**config.mk**
```make
export PLATFORM = sky130hd
export DESIGN_NAME = pcd_top
export DESIGN_NICKNAME = d
export VERILOG_FILES = /design/src/design/pcd_pkg.sv /design/src/design/pcd_blink.sv /design/src/design/pcd_tdr.sv /design/src/design/pcd_top.sv
export SDC_FILE = /design/constraint.sdc
export NUM_CORES = 1
export LEC_CHECK = 0
export BUFFER_PORTS_ARGS = -buffer_cell sky130_fd_sc_hd__clkbuf_2
export CAP_MARGIN = 20
export CORE_MARGIN = 2
export CORE_UTILIZATION = 54
export CTS_CLUSTER_SIZE = 10
export DETAILED_ROUTE_END_ITERATION = 8
export PLACE_DENSITY = 0.76
export SETUP_SLACK_MARGIN = 0.3
export SYNTH_ARGS = -nofsm -noshare
export SYNTH_HDL_FRONTEND = slang
export SYNTH_HIERARCHICAL = 1
export SYNTH_SLANG_ARGS = --single-unit
```
**constraint.sdc**
```tcl
create_clock -name sys_clk -period 2.7 [get_ports sys_clk]
set_input_delay 0.27 -clock sys_clk [delete_from_list [all_inputs] [get_ports sys_clk]]
set_output_delay 0.27 -clock sys_clk [all_outputs]
set_load 0.05 [all_outputs]
```
**src/design/pcd_pkg.sv**
```systemverilog
// Package: register map, fields, reset values and timing for PHY maintenance
`default_nettype none
package pcd_pkg;
   // -------------------------------------------------------------
   // Register offsets (word index on the plain register port)
   // -------------------------------------------------------------
   localparam logic [3:0] OFF_BASIC_CTRL = 4'h0;
   localparam logic [3:0] OFF_GIG_CTRL = 4'h1;
   localparam logic [3:0] OFF_DIAG = 4'h2;
   localparam logic [3:0] OFF_ADVERT = 4'h3;
   localparam logic [3:0] OFF_REM_LOOP = 4'h4;
   localparam logic [3:0] OFF_IND_MODE = 4'h5;
   localparam logic [3:0] OFF_PORT_STAT = 4'h6;
   // -------------------------------------------------------------
   // Field positions
   // -------------------------------------------------------------
   localparam int BC_AN_ENABLE = 12;
   localparam int BC_AN_RESTART = 9;
   localparam int DG_START = 15;
   localparam int DG_PAIR_HI = 13;
   localparam int DG_PAIR_LO = 12;
   localparam int DG_STAT_HI = 9;
   localparam int DG_STAT_LO = 8;
   localparam int IM_SINGLE = 4;
   localparam int RL_ENABLE = 8;
   // -------------------------------------------------------------
   // Reset values
   // -------------------------------------------------------------
   localparam logic [15:0] RST_BASIC_CTRL = 16'h1340;
   localparam logic [15:0] RST_GIG_CTRL = 16'h0700;
   localparam logic [15:0] RST_DIAG = 16'h0000;
   localparam logic [15:0] RST_ADVERT = 16'h01E1;
   localparam logic [15:0] RST_REM_LOOP = 16'h0000;
   localparam logic [15:0] RST_IND_MODE = 16'h0000;
   // -------------------------------------------------------------
   // Diagnostic outcome codes
   // -------------------------------------------------------------
   localparam logic [1:0] ST_NORMAL = 2'h0;
   localparam logic [1:0] ST_OPEN = 2'h1;
   localparam logic [1:0] ST_SHORT = 2'h2;
   localparam logic [1:0] ST_INVALID = 2'h3;
   // Speed codes of the link status input
   localparam logic [1:0] SPD_10 = 2'h0;
   localparam logic [1:0] SPD_100 = 2'h1;
   localparam logic [1:0] SPD_1000 = 2'h2;
   // -------------------------------------------------------------
   // Timing
   // -------------------------------------------------------------
   localparam int CLK_MHZ = 100;
   localparam int BLINK_MS = 50;
   localparam int BLINK_CYC = BLINK_MS * 1000 * CLK_MHZ;
   localparam int PULSE_NS = 80;
   localparam int PULSE_CYC = (PULSE_NS * CLK_MHZ + 999) / 1000;
   localparam int QUIET_TIMEOUT_CYC = 4000;
   localparam int ECHO_WINDOW_CYC = 255;
endpackage : pcd_pkg
`default_nettype wire

```
**src/design/pcd_blink.sv**
```systemverilog
// Activity stretcher and blink enable for one indicator pair
`default_nettype none
module pcd_blink #(
   parameter int HALF_PERIOD = pcd_pkg::BLINK_CYC
) (
   input wire logic sys_clk,
   input wire logic reset_n,
   input wire logic activity,
   output logic blink_on,
   output logic phase
);
   // -------------------------------------------------------------
   // Period divider
   // -------------------------------------------------------------
   initial begin
      if (HALF_PERIOD < 2) $error("pcd_blink: period too short");
   end
   logic [31:0] cnt_q;
   logic tick;
   assign tick = (cnt_q == 32'(HALF_PERIOD - 1));
   // Free running divider makes the one-cycle tick
   always_ff @(posedge sys_clk or negedge reset_n) begin
      if (!reset_n) cnt_q <= 32'h0000_0000;
      else if (tick) cnt_q <= 32'h0000_0000;
      else cnt_q <= cnt_q + 32'h0000_0001;
   end
   // Pending activity held until the next tick starts a blink, so short
   // frames are never lost between ticks
   logic pend_q;
   logic on_q;
   always_ff @(posedge sys_clk or negedge reset_n) begin
      if (!reset_n) pend_q <= 1'b0;
      else if (activity) pend_q <= 1'b1;
      else if (tick) pend_q <= 1'b0;
   end
   // Blink lasts three half periods, phase toggling at each tick
   logic [1:0] span_q;
   always_ff @(posedge sys_clk or negedge reset_n) begin
      if (!reset_n) begin
         span_q <= 2'h0;
         on_q <= 1'b0;
         phase <= 1'b0;
      end else if (tick) begin
         if (pend_q || activity) begin
            span_q <= 2'h2;
            on_q <= 1'b1;
            phase <= ~phase;
         end else if (span_q != 2'h0) begin
            span_q <= span_q - 2'h1;
            phase <= ~phase;
         end else begin
            on_q <= 1'b0;
            phase <= 1'b0;
         end
      end
   end
   assign blink_on = on_q;
endmodule // pcd_blink
`default_nettype wire

```
**src/design/pcd_tdr.sv**
```systemverilog
// Reflectometry sequencer: silence partner, pulse, time the echo
`default_nettype none
module pcd_tdr #(
   parameter int QUIET_TIMEOUT = pcd_pkg::QUIET_TIMEOUT_CYC
) (
   input wire logic sys_clk,
   input wire logic reset_n,
   input wire logic start,
   input wire logic [1:0] pair,
   input wire logic partner_quiet,
   input wire logic echo_seen,
   input wire logic echo_open,
   output logic busy,
   output logic done,
   output logic [1:0] status,
   output logic [7:0] result,
   output logic [3:0] pulse_pair
);
   typedef enum logic [4:0] {
      PCD_IDLE = 5'b00001,
      PCD_QUIET = 5'b00010,
      PCD_PULSE = 5'b00100,
      PCD_LISTEN = 5'b01000,
      PCD_DONE = 5'b10000
   } pcd_tdr_e;
   initial begin
      if (QUIET_TIMEOUT < 1) $error("pcd_tdr: bad timeout");
   end
   pcd_tdr_e st_q;
   logic [31:0] tmr_q;
   logic [1:0] pair_q;
   // -------------------------------------------------------------
   // Sequencer
   // -------------------------------------------------------------
   always_ff @(posedge sys_clk or negedge reset_n) begin
      if (!reset_n) begin
         st_q <= PCD_IDLE;
         tmr_q <= 32'h0000_0000;
         pair_q <= 2'h0;
         status <= pcd_pkg::ST_NORMAL;
         result <= 8'h00;
      end else begin
         case (st_q)
            PCD_IDLE: begin
               if (start) begin
                  pair_q <= pair;
                  tmr_q <= 32'h0000_0000;
                  st_q <= PCD_QUIET;
               end
            end
            PCD_QUIET: begin
               tmr_q <= tmr_q + 32'h0000_0001;
               if (partner_quiet) begin
                  tmr_q <= 32'h0000_0000;
                  st_q <= PCD_PULSE;
               end else if (tmr_q == 32'(QUIET_TIMEOUT - 1)) begin
                  status <= pcd_pkg::ST_INVALID;
                  result <= 8'h00;
                  st_q <= PCD_DONE;
               end
            end
            PCD_PULSE: begin
               tmr_q <= tmr_q + 32'h0000_0001;
               if (tmr_q == 32'(pcd_pkg::PULSE_CYC - 1)) begin
                  tmr_q <= 32'h0000_0000;
                  st_q <= PCD_LISTEN;
               end
            end
            // delay gives distance, shape gives fault
            PCD_LISTEN: begin
               tmr_q <= tmr_q + 32'h0000_0001;
               if (echo_seen) begin
                  status <= echo_open ? pcd_pkg::ST_OPEN
                                      : pcd_pkg::ST_SHORT;
                  // raw echo delay is the result
                  result <= tmr_q[7:0];
                  st_q <= PCD_DONE;
               end else if (tmr_q == 32'(pcd_pkg::ECHO_WINDOW_CYC)) begin
                  status <= pcd_pkg::ST_NORMAL;
                  result <= 8'h00;
                  st_q <= PCD_DONE;
               end
            end
            PCD_DONE: st_q <= PCD_IDLE;
            default: st_q <= PCD_IDLE;
         endcase
      end
   end
   assign busy = (st_q != PCD_IDLE);
   assign done = (st_q == PCD_DONE);
   // one pair driven at a time
   assign pulse_pair = (st_q == PCD_PULSE) ? (4'h1 << pair_q) : 4'h0;
endmodule // pcd_tdr
`default_nettype wire

```
**src/design/pcd_top.sv**
```systemverilog
// PHY maintenance: cable diagnostics, remote loopback, indicators
//
// What this block does
// - Diagnose one pair of one PHY only
// - Start bit 15 launches, self-clears at end
// - Status bits 9:8: normal, open, short, invalid
// - Partner not silenced: skip test, report invalid
// - Raw result in bits 7:0 for faults
// - Pair codes 00..11 select pairs A..D
// - Fixed pulse on pair, echo gives fault
// - Remote loopback returns line data to partner
// - Bit 4 of mode register picks indicator mode
// - Two active-low indicator outputs per port
// - Single mode: B link, A activity blink
// - Tri-colour: speed picks outputs, activity blinks
// - Basic control bit 9 restarts negotiation
//
// Implementation choices: the placing of the registers and strobed register access.
`default_nettype none
module pcd_top #(
   parameter int BLINK_HALF = pcd_pkg::BLINK_CYC,
   parameter int QUIET_TIMEOUT = pcd_pkg::QUIET_TIMEOUT_CYC,
   parameter int DATA_W = 8
) (
   input wire logic sys_clk,
   input wire logic reset_n,
   input wire logic [3:0] reg_addr,
   input wire logic [15:0] reg_wdata,
   input wire logic reg_wr,
   input wire logic reg_rd,
   output logic [15:0] reg_rdata,
   input wire logic link_up,
   input wire logic [1:0] link_speed,
   input wire logic rx_activity,
   input wire logic tx_activity,
   input wire logic partner_quiet,
   input wire logic echo_seen,
   input wire logic echo_open,
   input wire logic [DATA_W-1:0] line_rx_data,
   input wire logic line_rx_valid,
   input wire logic [DATA_W-1:0] mac_tx_data,
   input wire logic mac_tx_valid,
   output logic [DATA_W-1:0] line_tx_data,
   output logic line_tx_valid,
   output logic [3:0] pulse_pair,
   output logic an_restart,
   output logic port_indicator_a_n,
   output logic port_indicator_b_n
);
   initial begin
      if (DATA_W < 1) $error("pcd_top: DATA_W must be positive");
   end
   // -------------------------------------------------------------
   // Input synchronisers for pin-side status levels
   // -------------------------------------------------------------
   logic [6:0] sync1_q;
   logic [6:0] sync2_q;
   always_ff @(posedge sys_clk or negedge reset_n) begin
      if (!reset_n) begin
         sync1_q <= 7'h00;
         sync2_q <= 7'h00;
      end else begin
         sync1_q <= {link_up, link_speed, rx_activity, tx_activity,
                     partner_quiet, echo_seen};
         sync2_q <= sync1_q;
      end
   end
   logic s_link;
   logic [1:0] s_speed;
   logic s_act;
   logic s_quiet;
   logic s_echo;
   logic open_q1;
   logic open_q2;
   assign s_link = sync2_q[6];
   assign s_speed = sync2_q[5:4];
   assign s_act = sync2_q[3] | sync2_q[2];
   assign s_quiet = sync2_q[1];
   assign s_echo = sync2_q[0];
   // Echo shape passes the same two stages as its strobe
   always_ff @(posedge sys_clk or negedge reset_n) begin
      if (!reset_n) begin
         open_q1 <= 1'b0;
         open_q2 <= 1'b0;
      end else begin
         open_q1 <= echo_open;
         open_q2 <= open_q1;
      end
   end
   // -------------------------------------------------------------
   // Register file
   // -------------------------------------------------------------
   logic [15:0] basic_q;
   logic [15:0] gig_q;
   logic [15:0] adv_q;
   logic [15:0] loop_q;
   logic [15:0] mode_q;
   logic [1:0] pair_q;
   logic start_q;
   logic wr_diag;
   logic t_busy;
   logic t_done;
   logic [1:0] t_status;
   logic [7:0] t_result;
   assign wr_diag = reg_wr && (reg_addr == pcd_pkg::OFF_DIAG);
   // Plain configuration registers
   always_ff @(posedge sys_clk or negedge reset_n) begin
      if (!reset_n) begin
         basic_q <= pcd_pkg::RST_BASIC_CTRL;
         gig_q <= pcd_pkg::RST_GIG_CTRL;
         adv_q <= pcd_pkg::RST_ADVERT;
         loop_q <= pcd_pkg::RST_REM_LOOP;
         mode_q <= pcd_pkg::RST_IND_MODE;
      end else if (reg_wr) begin
         case (reg_addr)
            // restart bit is a pulse, never stored by a write
            pcd_pkg::OFF_BASIC_CTRL: begin
               basic_q <= reg_wdata & ~(16'h0001 << pcd_pkg::BC_AN_RESTART);
            end
            pcd_pkg::OFF_GIG_CTRL: gig_q <= reg_wdata;
            pcd_pkg::OFF_ADVERT: adv_q <= reg_wdata;
            pcd_pkg::OFF_REM_LOOP: loop_q <= reg_wdata;
            pcd_pkg::OFF_IND_MODE: mode_q <= reg_wdata;
            default: basic_q <= basic_q;
         endcase
      end
   end
   always_ff @(posedge sys_clk or negedge reset_n) begin
      if (!reset_n) an_restart <= 1'b0;
      else an_restart <= reg_wr && (reg_addr == pcd_pkg::OFF_BASIC_CTRL)
                         && reg_wdata[pcd_pkg::BC_AN_RESTART];
   end
   // start bit set by write, cleared by test end
   always_ff @(posedge sys_clk or negedge reset_n) begin
      if (!reset_n) begin
         start_q <= 1'b0;
         pair_q <= 2'h0;
      end else if (wr_diag && reg_wdata[pcd_pkg::DG_START] && !t_busy) begin
         start_q <= 1'b1;
         pair_q <= reg_wdata[pcd_pkg::DG_PAIR_HI:pcd_pkg::DG_PAIR_LO];
      end else if (t_done) begin
         start_q <= 1'b0;
      end
   end
   // Launch pulse: only from idle, so a second start while busy is ignored
   logic launch;
   assign launch = wr_diag && reg_wdata[pcd_pkg::DG_START] && !t_busy;
   // sequencer keeps status and result until next launch
   pcd_tdr #(
      .QUIET_TIMEOUT(QUIET_TIMEOUT)
   ) u_tdr (
      .sys_clk(sys_clk),
      .reset_n(reset_n),
      .start(launch),
      .pair(reg_wdata[pcd_pkg::DG_PAIR_HI:pcd_pkg::DG_PAIR_LO]),
      .partner_quiet(s_quiet),
      .echo_seen(s_echo),
      .echo_open(open_q2),
      .busy(t_busy),
      .done(t_done),
      .status(t_status),
      .result(t_result),
      .pulse_pair(pulse_pair)
   );
   // -------------------------------------------------------------
   // Read port: data one cycle after the strobe
   // -------------------------------------------------------------
   logic [15:0] rd_d;
   always_comb begin
      case (reg_addr)
         pcd_pkg::OFF_BASIC_CTRL: rd_d = basic_q;
         pcd_pkg::OFF_GIG_CTRL: rd_d = gig_q;
         pcd_pkg::OFF_DIAG: rd_d = {start_q, 1'b0, pair_q, 2'h0,
                                    t_status, t_result};
         pcd_pkg::OFF_ADVERT: rd_d = adv_q;
         pcd_pkg::OFF_REM_LOOP: rd_d = loop_q;
         pcd_pkg::OFF_IND_MODE: rd_d = mode_q;
         pcd_pkg::OFF_PORT_STAT: rd_d = {11'h000, t_busy, s_link,
                                         s_speed, s_act};
         default: rd_d = 16'h0000;
      endcase
   end
   always_ff @(posedge sys_clk or negedge reset_n) begin
      if (!reset_n) reg_rdata <= 16'h0000;
      else if (reg_rd) reg_rdata <= rd_d;
      else reg_rdata <= 16'h0000;
   end
   // -------------------------------------------------------------
   // Remote loopback datapath
   // -------------------------------------------------------------
   logic loop_en;
   assign loop_en = loop_q[pcd_pkg::RL_ENABLE];
   // line data returned, MAC path bypassed
   always_ff @(posedge sys_clk or negedge reset_n) begin
      if (!reset_n) begin
         line_tx_data <= '0;
         line_tx_valid <= 1'b0;
      end else if (loop_en) begin
         line_tx_data <= line_rx_data;
         line_tx_valid <= line_rx_valid;
      end else begin
         line_tx_data <= mac_tx_data;
         line_tx_valid <= mac_tx_valid;
      end
   end
   // -------------------------------------------------------------
   // Indicators
   // -------------------------------------------------------------
   logic blink_on;
   logic phase;
   pcd_blink #(
      .HALF_PERIOD(BLINK_HALF)
   ) u_blink (
      .sys_clk(sys_clk),
      .reset_n(reset_n),
      .activity(s_act && s_link),
      .blink_on(blink_on),
      .phase(phase)
   );
   // Lamp-on levels before inversion; blink forces dark on odd phase
   logic lit_a;
   logic lit_b;
   logic single_mode;
   // mode bit selects single or tri-colour
   assign single_mode = mode_q[pcd_pkg::IM_SINGLE];
   always_comb begin
      lit_a = 1'b0;
      lit_b = 1'b0;
      if (s_link) begin
         if (single_mode) begin
            // B shows link, A shows activity only
            lit_b = 1'b1;
            lit_a = blink_on && !phase;
         end else begin
            case (s_speed)
               pcd_pkg::SPD_1000: lit_b = !(blink_on && phase);
               pcd_pkg::SPD_100: lit_a = !(blink_on && phase);
               pcd_pkg::SPD_10: begin
                  lit_a = !(blink_on && phase);
                  lit_b = !(blink_on && phase);
               end
               default: lit_b = 1'b0;
            endcase
         end
      end
   end
   always_ff @(posedge sys_clk or negedge reset_n) begin
      if (!reset_n) begin
         port_indicator_a_n <= 1'b1;
         port_indicator_b_n <= 1'b1;
      end else begin
         port_indicator_a_n <= ~lit_a;
         port_indicator_b_n <= ~lit_b;
      end
   end
endmodule // pcd_top
`default_nettype wire

```
# After elaboration in Yosys (flattened, before gate mapping)
# Index checks and enable logic that the tools add are counted.
# word_totals
ff_bits	213
out_inout_bits	32
# classes
add_sub_neg	3
n_eq_ne	25
shift	1
n_mux	44
bitwise_logic	4
n_reduce_logical	33
# ops
op	n
two-way mux 32 bit	4
case mux 32 bit (4 select lines)	1
case mux 16 bit (7 select lines)	1
adder 32 x 1 -> 32 bit (second input constant)	2
two-way mux 8 bit	5
equality test 32 x 12 -> 1 bit (second input constant)	1
equality test 32 x 23 -> 1 bit (second input constant)	1
equality test 32 x 3 -> 1 bit (second input constant)	1
equality test 32 x 8 -> 1 bit (second input constant)	1
two-way mux 5 bit	6
case mux 5 bit (4 select lines)	1
AND reduction 2 bit	9
two-way mux 16 bit	1
case mux 8 bit (2 select lines)	1
two-way mux 1 bit	15
two-way mux 2 bit	7
equality test 4 x 3 -> 1 bit (second input constant)	3
nonzero test 2 bit	5
equality test 4 x 2 -> 1 bit (second input constant)	2
logical AND 1 bit	8
AND reduction 4 bit	2
inequality test 2 x 1 -> 1 bit (second input constant)	3
inequality test 3 x 2 -> 1 bit (second input constant)	2
equality test 5 x 1 -> 1 bit (second input constant)	1
other kinds (21)	27

# Depth between registers and ports, before layout
# Gate-level depths: netlist (run 1).
# logic_depth
word_depth	6
ltp_mapped	11
mapped_depth_nobuf	9

# By module
# Netlist (run 1), hierarchy kept.
# by_module_without_submodules
mod	n_inst	cells_each	area_each_um2	seq_area_each_um2
pcd_top	1	397	5646.7	3195.6
pcd_tdr	1	335	2887.8	1227.4
pcd_blink	1	181	1869.3	925.9

# Worst setup path after synthesis (run 1)
# No wires, ideal clock.
# synth_timing
path_kind	register -> register
startpoint	reg u_tdr.st_q[2]
endpoint	reg u_tdr.tmr_q[6]
arrival_time_ns	2.606
t_required_ns	2.613
path_slack_ns	0.008
path_stages_with_launch	11
path_buffers	1
synth_period_minus_slack_ns	2.692
cell_sequence	dfrtp_1 or3_1 or3_1 and4bb_2 nand3_1 inv_1 nor4_1 a41o_1 clkbuf_1 or4_1 o211ai_1
# synth_via
elab_chain_cells	5
elab_cells_between_ends	11
classes_between	eq/ne (6); mux (1); reduce/logical (4)
# synth_lines
element	line	rtl
from (decl)	pcd_tdr.sv:29	pcd_tdr_e st_q;
from (signal assigned)	pcd_tdr.sv:37	st_q <= PCD_IDLE;
from (signal assigned)	pcd_tdr.sv:48	st_q <= PCD_QUIET;
from (signal assigned)	pcd_tdr.sv:55	st_q <= PCD_PULSE;
inequality test 5 x 1 -> 1 bit	pcd_tdr.sv:89	assign busy = (st_q != PCD_IDLE);
net t_busy	pcd_top.sv:101	logic t_busy;
logical NOT 1 bit	pcd_top.sv:147	assign launch = wr_diag && reg_wdata[pcd_pkg::DG_START] && !t_busy;
logical AND 1 bit	pcd_top.sv:147	
net launch	pcd_top.sv:146	logic launch;
inequality test 2 bit (no line)	n/a	
AND reduction 2 bit (no line)	n/a	
to (signal assigned)	pcd_tdr.sv:52	tmr_q <= tmr_q + 32'h0000_0001;
to (signal assigned)	pcd_tdr.sv:63	tmr_q <= tmr_q + 32'h0000_0001;
to (signal assigned)	pcd_tdr.sv:71	tmr_q <= tmr_q + 32'h0000_0001;
to (decl)	pcd_tdr.sv:30	logic [31:0] tmr_q;
# The timed path passes the listed nets, and every way through them passes these cells.
# A chain may end at the register's enable or synchronous reset.

# Final worst setup path (run 1)
# layout_timing
startpoint	reg u_tdr.st_q[2]
endpoint	reg u_tdr.tmr_q[21]
# Same word-level chain as after synthesis.

==> results of run 1 <==
## kinds of logic after synthesis
kind of cell	count (synthesis)
AO/OA/AOI/OAI	148
multiplexers	117
AND/OR/NAND/NOR	325
flip-flops	213
buffers and inverters	84
XOR/XNOR	23
adder cells (fa/ha/maj)	3
## stage by stage
step,hold WS (ns),std cells
CTS,0.01084,1298
global route,0.05360,1303
global placement,0.2908,1222
floorplan,-0.02559,913
detailed placement,0.2919,1222
finish,0.03122,1303
## cells in the mapped netlist, types with 4 or more instances
master and instances:
dfrtp_1 198, mux2_2 101, nand2_1 80, o21ai_0 37, and3b_1 35, nand4_1 30
nor2_1 30, clkbuf_1 29, nand3_1 29, nor4_1 22, inv_1 20, xnor2_1 19
nor3_1 18, dfstp_2 15, o211ai_1 15, o22ai_1 15, buf_2 13, a31oi_1 12
and3_1 10, and4_1 10, buf_6 10, mux2_4 10, or4_1 10, a21oi_1 8
a22oi_1 8, a32o_1 8, buf_1 6, nor2b_1 6, o21a_1 6, o31a_1 6
or3_1 6, and2_1 5, or2_2 5, o21ai_1 4, o221ai_1 4, xor2_1 4
## layout make-up
| class | instances | area, sq um |
|---|---|---|
| clock buffer | 40 | 681.9 |
| sequential | 213 | 5350 |
| tap | 260 | 325.3 |
| clock inverter | 1 | 30.03 |
| inverter | 21 | 78.83 |
| multi-input combinational | 616 | 4678 |
| timing repair buffer | 152 | 1099 |
| fill | 1413 | 6588 |
## flip-flops by register name, indices dropped and copies added (netlist names), 2 cells and up
signal,cells
u_tdr/result,8
sync2_q,7
loop_q,16
pair_q,2
u_tdr/status,2
sync1_q,7
u_tdr/tmr_q,32
u_tdr/st_q,5
adv_q,16
line_tx_data,8
u_tdr/pair_q,2
gig_q,16
mode_q,16
u_blink/span_q,2
basic_q,16
reg_rdata,16
u_blink/cnt_q,32
## worst min-delay path, cell delays in order
cell      delay, ns
clkbuf_2       0.13
inv_1          0.06
nor2_1         0.04
## power groups by stage
stage	sequential, mW	clock [mW]	combinational, mW
finish	3.79	3.02	1.23
CTS	3.79	3.08	1.15
detailed placement	3.84	0	1.04
global route	3.84	3.23	1.32
floorplan	3.87	0	0.667
global placement	3.82	0	1.02
## per-layer routing
metal  GRT usage  routed length (um)  up-vias
li1            -                   -     3622
met1      0.3350               10680     3910
met2      0.3654               10970      202
met3     0.03286                1034       46
met4     0.06670                 631        0
met5           0                   0        -
## worst paths after layout
kind                               startpoint                 to  slack, ns  depth (start not counted)
min in group asynchronous             reset_n  u_blink/cnt_q[17]       0.33                          2
worst max-delay path            u_tdr/st_q[2]    u_tdr/tmr_q[21]       0.14                         10
worst max register to register  u_tdr/st_q[2]    u_tdr/tmr_q[21]       0.14                         10
max in group asynchronous             reset_n           adv_q[7]       1.58                          3
worst min register to register     sync1_q[6]         sync2_q[6]       0.35                          0
worst min-delay path             reg_wdata[9]         an_restart       0.03                          3
## timing repair
item	CTS	global route
pin swaps	7	3
setup buffers	8	4
hold buffers	27	0
endpoints found under the setup margin	36	46
resized for setup	13	10
gates cloned	0	1
hold endpoints to repair	88	0
==> results, run 1 <==
- The run finished with clean final reports.
- The number of synthesized flops with an enable pin is 0.
- The detailed-route vias per instance is 5.971.
- The average instance area after synthesis is 11.40 sq um.
- Data on the critical path arrives at its endpoint at 2.94 ns.
- The largest family of logic cells by synthesized area is simple AND/OR/NAND/NOR gates.
- The H-tree level count is 1.
- By area the synthesized netlist is led by dfrtp_1 48%, mux2_2 11%, dfstp_2 3.8%.
- The maximum achievable frequency is a little under 0.4 GHz.
- The area after detailed placement is 11,070 sq um.
- The delay of the slowest cell on the worst path is 0.38 ns.
- Of the total power, the share spent switching nets is 0.2520.
- The wire length reported by the detailed router is 23,310 um.
- The combinational share of power is 0.153.
- For this run, the total global-route usage over all layers was measured as 0.2311.
- TritonCTS built the clock tree.
- The netlist area before placement is 10,400 sq um.
- The area of all placed cells without fillers is 12,240 sq um.
- For this run, the post-layout net count is roughly 1,100.
- The internal cell power is roughly 6.0 mW.
- The fraction of synthesis flops using an asynchronous set or reset pin is 1.000.
- After layout, the worst setup slack is 0.1399 ns.
- Timing analysis after detailed placement gives a worst setup slack of approximately 0.057 ns.
- Counting every sink on the clock net gives 213.
- Counting stages on the worst path, the most repeated cell is or3_4.
- The power density normalized to cell area is 657.6 nW/um^2.
- For this run, the register share of the synthesized area comes to 0.5141.
- The residual DRC count is 0.
- The first-pass GRT wire length is about 38,000 um.
- The library cell used most frequently in the layout, excluding fill and tap cells, is dfrtp_1.
- Setup violations remaining at the end of the flow were counted as 0.
- The number of top-level pins is 82.
- Of the available clock period, the critical path in the final layout requires 0.9482.
- The area share of xor/xnor cells in the synthesized design is 0.01936.
- The number of vias after detailed routing is 7,780.
- The remaining antenna violation count is 0.
- Setup repair after global routing could not meet its margin everywhere.
- The setup path with the least slack is of type reg -> reg.
- In this run the worst path has a maximum fanout of 5.
- The number of maximum-capacitance violations is 0.
- The worst-case clock skew is around 0.016 ns.
- The antenna cell count is 0.
- The synthesized design spends more area on one cell type than any other, namely dfrtp_1.
- The sum of negative setup slack is 0 ns.
- The overall die width is approximately 140 um.
- The first-iteration detailed-routing DRC count is approximately 650.
- Entering global routing, the biggest net connects slightly below 80 pins.
- In this run the worst hold path is classified as in -> reg.
- The number of hold violations in the final report came to 0.
- The share of synthesized cell area in full adder, half adder and majority cells is 0.003608.
- The static leakage power is 5.488 nW.
- The most used flip-flop cell after synthesis is dfrtp_1.
- The core box area is 18,830 sq um.
- The synthesized netlist cell count is 913.
- The number of global-route vias before repair is 7,568.
- The worst IR drop on VDD is approximately 0.53 mV.
- The capturing element type of the critical path is a flip-flop.
- The count of final max-slew check failures was 0.
- The buffer type at the clock tree root is clkbuf_16.
- Clock-pin slew was measured on the worst setup and hold paths at roughly 0.050 ns.
- The first-pass iteration count of the detailed router is 5.
- Of the total synthesized cell area, the portion taken by AND, OR, NAND and NOR gates is 0.1886.
- The layout overhead on the synthesized area is 17.68%.
- The clock reaches the later pin of the worst-skew pair after 0.51 ns.
- In the final routed layout, each cell accounts on average for 17.89 um.
- The clock network power share is 0.376.
- Power comes to roughly 8.1 mW.
- Broken down by cell family, the worst path's largest delay share belongs to simple AND/OR/NAND/NOR gates.
- For the worst setup path, the data required time is 3.08 ns.
- The share of the synthesized area in the top cell type is 0.4762.
- The total overflow left after global routing is 0.
- After floorplanning, the core was divided into 50 placement rows.
- Counting both buffers and inverters, the worst setup path holds a total of 3.
- The signal on the critical path passes through or3_4 > or3_4 > and4bb_2 > nand3_4 > inv_2 > nor4_1 > a41o_2 > buf_4 > buf_6 > a221o_1.
- The ratio of cells with drive above 1 in the final layout is 0.3049.
- Counting flops and latches in the post-synthesis netlist gives approximately 210.
- Counting every net in the synthesized netlist gives 966.
- At the end of routability-driven placement, the weighted congestion stood at about 0.85.
- For the finished layout, the period the worst path requires is 2.560 ns.
- The synthesized-area fraction occupied by ao, oa, aoi and oai cells was 0.09874.
- The relative slew slack is 0.4756.
- The quantity of I/O buffers inserted on ports is 81.
- The wire-length estimate of the detail-placed layout is ~15,000 um.
- The floorplan die height is 142.8 um.
- The floorplan step defined a die boundary enclosing 20,390 sq um.
- In this run, distinct cell masters in the synthesized netlist total 81.
- The initial antenna violation count came to 0.
- The initial standard-cell utilization of the core is 0.5525.
- The actual transition at the worst max-transition pin is slightly below 0.8 ns.
- The multiplexer area fraction after synthesis is 0.1337.
- The Yosys warning count is 6.
- Buffers inserted during clock tree synthesis total 25.
- Of the total power, registers draw 0.471.
- The worst-path cell with the longest stage delay is dfrtp_1.
- The share of the core filled with cells is 0.6502.
- The critical path launch point type is a flip-flop.
- The library cells used most frequently in the layout, excluding fill and tap cells, are 197 x dfrtp_1, 101 x mux2_2, 80 x clkbuf_2.
- The number of buffers on the longest clock path is 3.
- For this design the total switching power over the nets is just over 2 mW.
(Power assumes the default switching activity.)
==> run 2, diff against run 1 <==
- RECOVER_POWER: unset -> 100
==> run 2 against run 1 <==
  * The run now ends with max-capacitance violations, max-slew violations left
  * Total power is 1.1% lower
  * First-iteration DRC count is 7.9% lower
  * Wire length is 0.15% lower
  * Clock-buffer cell count stayed put
  * Fmax is 0.93% lower
  * Non-clock buffer count stayed put
  * Clock skew is 0.0013 ns lower
  * Core utilization is 1.3 points lower
  * Sequential share of layout area is 0.88 points higher
  * Clock power hardly changed
  * Critical endpoint unchanged
  * Largest cell class unchanged
==> results, run 2 (same netlist as run 1, synthesis figures left out) <==
- The data arrival time of the critical path is 2.97 ns.
- The core box area is 18,830 sq um.
- The worst-case hold slack is around 0.027 ns.
- The overall power consumption is 7.964 mW.
- The post-route fraction of the period consumed by the critical path is 0.9571.
- The number of global-route vias before repair is roughly 7,600.
- Relative to the synthesized area, the layout overhead comes to 15.35%.
- For this run, the top clock speed supported by timing is 0.3870 GHz.
- The root buffer cell chosen for the clock tree is clkbuf_16.
- The number of maximum-capacitance violations is 1.
- The number of vias after detailed routing is 7,806.
- For the pin with the worst max-slew slack, the measured transition is between 1.5 and 2 ns.
- In the layout the commonest cells are 197 x dfrtp_1, 101 x mux2_2, 76 x nand2_1.
- The checks that failed: max-capacitance violations, max-slew violations.
- Summing all placed instances gives a cell area of 11,070 sq um.
- Setup repair after global routing could not meet its margin everywhere.
- The largest registers in the layout are u_blink/cnt_q (32), u_tdr/tmr_q (32).
- The start-to-end type of the worst setup path is reg -> reg.
- The path category of the worst min-delay check is in -> reg.
- In this run, the number of DRC markers left after iteration 0 of detailed routing was 594.
- After detailed placement, the design holds a cell count of about 1,200.
- The initial antenna violation count is 0.
- The detailed-route vias per instance is between 5 and 6.
- The remaining antenna violation count is 0.
- Setup violations remaining at the end of the flow were counted as 0.
- The total number of nets in the final design is 1,082.
- The residual DRC count is 0.
- The antenna cell count is 0.
- The floorplan die height is 142.8 um.
- The clock passes through at most 3 buffers.
- The flow ran to the end, but the final reports show violations.
- The library cell used most frequently in the layout, excluding fill and tap cells, is dfrtp_1.
- Entering global routing, the biggest net connects 77 pins.
- Clock tree synthesis found a total of 213 sinks.
- TritonCTS built the clock tree.
- The relative slew slack is -0.2859.
- The clock network latency to the later pin of the worst-skew pair is 0.51 ns.
- The die is 142.8 um wide.
- Power spread over the standard cell area amounts to 663.7 nW/um^2.
- The die footprint is 20,390 sq um.
- The first global-routing pass estimated 38,330 um of wire.
- After routing the design area is 12,000 sq um.
- The post-DP HPWL is 14,990 um.
- The post-route non-filler standard cell count is 1,303.
- Once layout is complete, the utilization of the core stands at 0.6373.
- The worst path needs 2.584 ns of the cycle, external delays included.
- The worst-path maximum fanout is 5.
- The hold path depth is 3.
- Clock-pin slew was measured on the worst setup and hold paths at 0.05 ns.
- The clock arrives with 0.01469 ns of skew.
- Timing analysis after detailed placement gives a worst setup slack of 0.05662 ns.
- The sum of negative setup slack is 0 ns.
- The CTS buffer count is 25.
- The number of hold violations in the final report is 0.
- The count of final max-slew check failures is 75.
- The first-pass iteration count of the detailed router is 5.
- The H-tree level count is 1.
- The smallest setup slack after layout is 0.1158 ns.
- The number of top-level pins is 82.
- The capturing element type of the critical path is a flip-flop.
- The global placer's final weighted congestion is between 0.8 and 0.9.
- In this run the static leakage power is 5.311 nW.
- STA puts the critical path data required time at slightly above 3 ns.
- In this run the tool buffered the top-level ports with 81 buffer cells.
- The wire length reported by the detailed router is between 20,000 and 25,000 um.
- For this configuration, the core starts out at a cell density of 0.5525.
- IR analysis of the VDD net gives a maximum drop of 0.5267 mV.
- The ratio of cells with drive above 1 in the final layout is 0.2464.
- The detail-routed net length per standard cell is about 18 um.
- Measured in cells, the most critical reg-to-reg path has a length of 10.
- The number of cell rows is 50.
- Across every metal layer, demand over resource in global routing totals 0.2311.
- Global routing finished with a remaining overflow of 0.
- The critical path launch point type is a flip-flop.
[run 2: critical path, cell delays in order, from the launching register on]
cell	delay, ns
dfrtp_1	0.37
or3_1	0.39
or3_4	0.34
and4bb_2	0.33
nand3_4	0.08
inv_2	0.09
nor4_1	0.04
a41o_2	0.26
clkbuf_4	0.14
buf_6	0.12
a221o_1	0.30
[run 2: path summary, 6_finish.rpt]
kind | from | endpoint | slack, ns
worst max-delay path | u_tdr/st_q[2] | u_tdr/tmr_q[21] | 0.12
worst min register to register | sync1_q[6] | sync2_q[6] | 0.35
worst max register to register | u_tdr/st_q[2] | u_tdr/tmr_q[21] | 0.12
max in group asynchronous | reset_n | adv_q[7] | 0.43
worst min-delay path | reg_wdata[9] | an_restart | 0.03
min in group asynchronous | reset_n | u_blink/cnt_q[20] | 0.85
[run 2: metal layers]
metal / up-vias / GRT usage / part of all wire / wire, um
li1: 3628 / - / - / -
met3: 47 / 0.03286 / 0.047 / 1096
met4: 0 / 0.06670 / 0.027 / 631
met2: 230 / 0.3654 / 0.47 / 10950
met1: 3901 / 0.3350 / 0.46 / 10600
met5: - / 0 / 0 / 0
[run 2: where the power goes]
group / internal (mW) / leakage, nW / switching (mW) / total (mW)
combinational: 0.570 / 2.25 / 0.578 / 1.15
clock: 1.80 / 0.340 / 1.23 / 3.03
sequential: 3.58 / 2.72 / 0.206 / 3.79
[run 2: area by class of cell]
type	count	area [sq um]
multi-input cells	616	4556
repair buffers	152	978.4
inverters	21	78.83
flip-flops and latches	213	5350
fillers	1469	6830
well taps	260	325.3
clock inverters	1	30.03
clock buffers	40	681.9
[run 2: repair_timing]
action / in CTS / in global routing
hold buffers: 27 / 0
pin swaps: 7 / 3
resized for setup: 13 / 10
setup endpoints to repair: 36 / 46
hold endpoints to repair: 88 / 0
buffers inserted: 8 / 4
cloned: 0 / 1
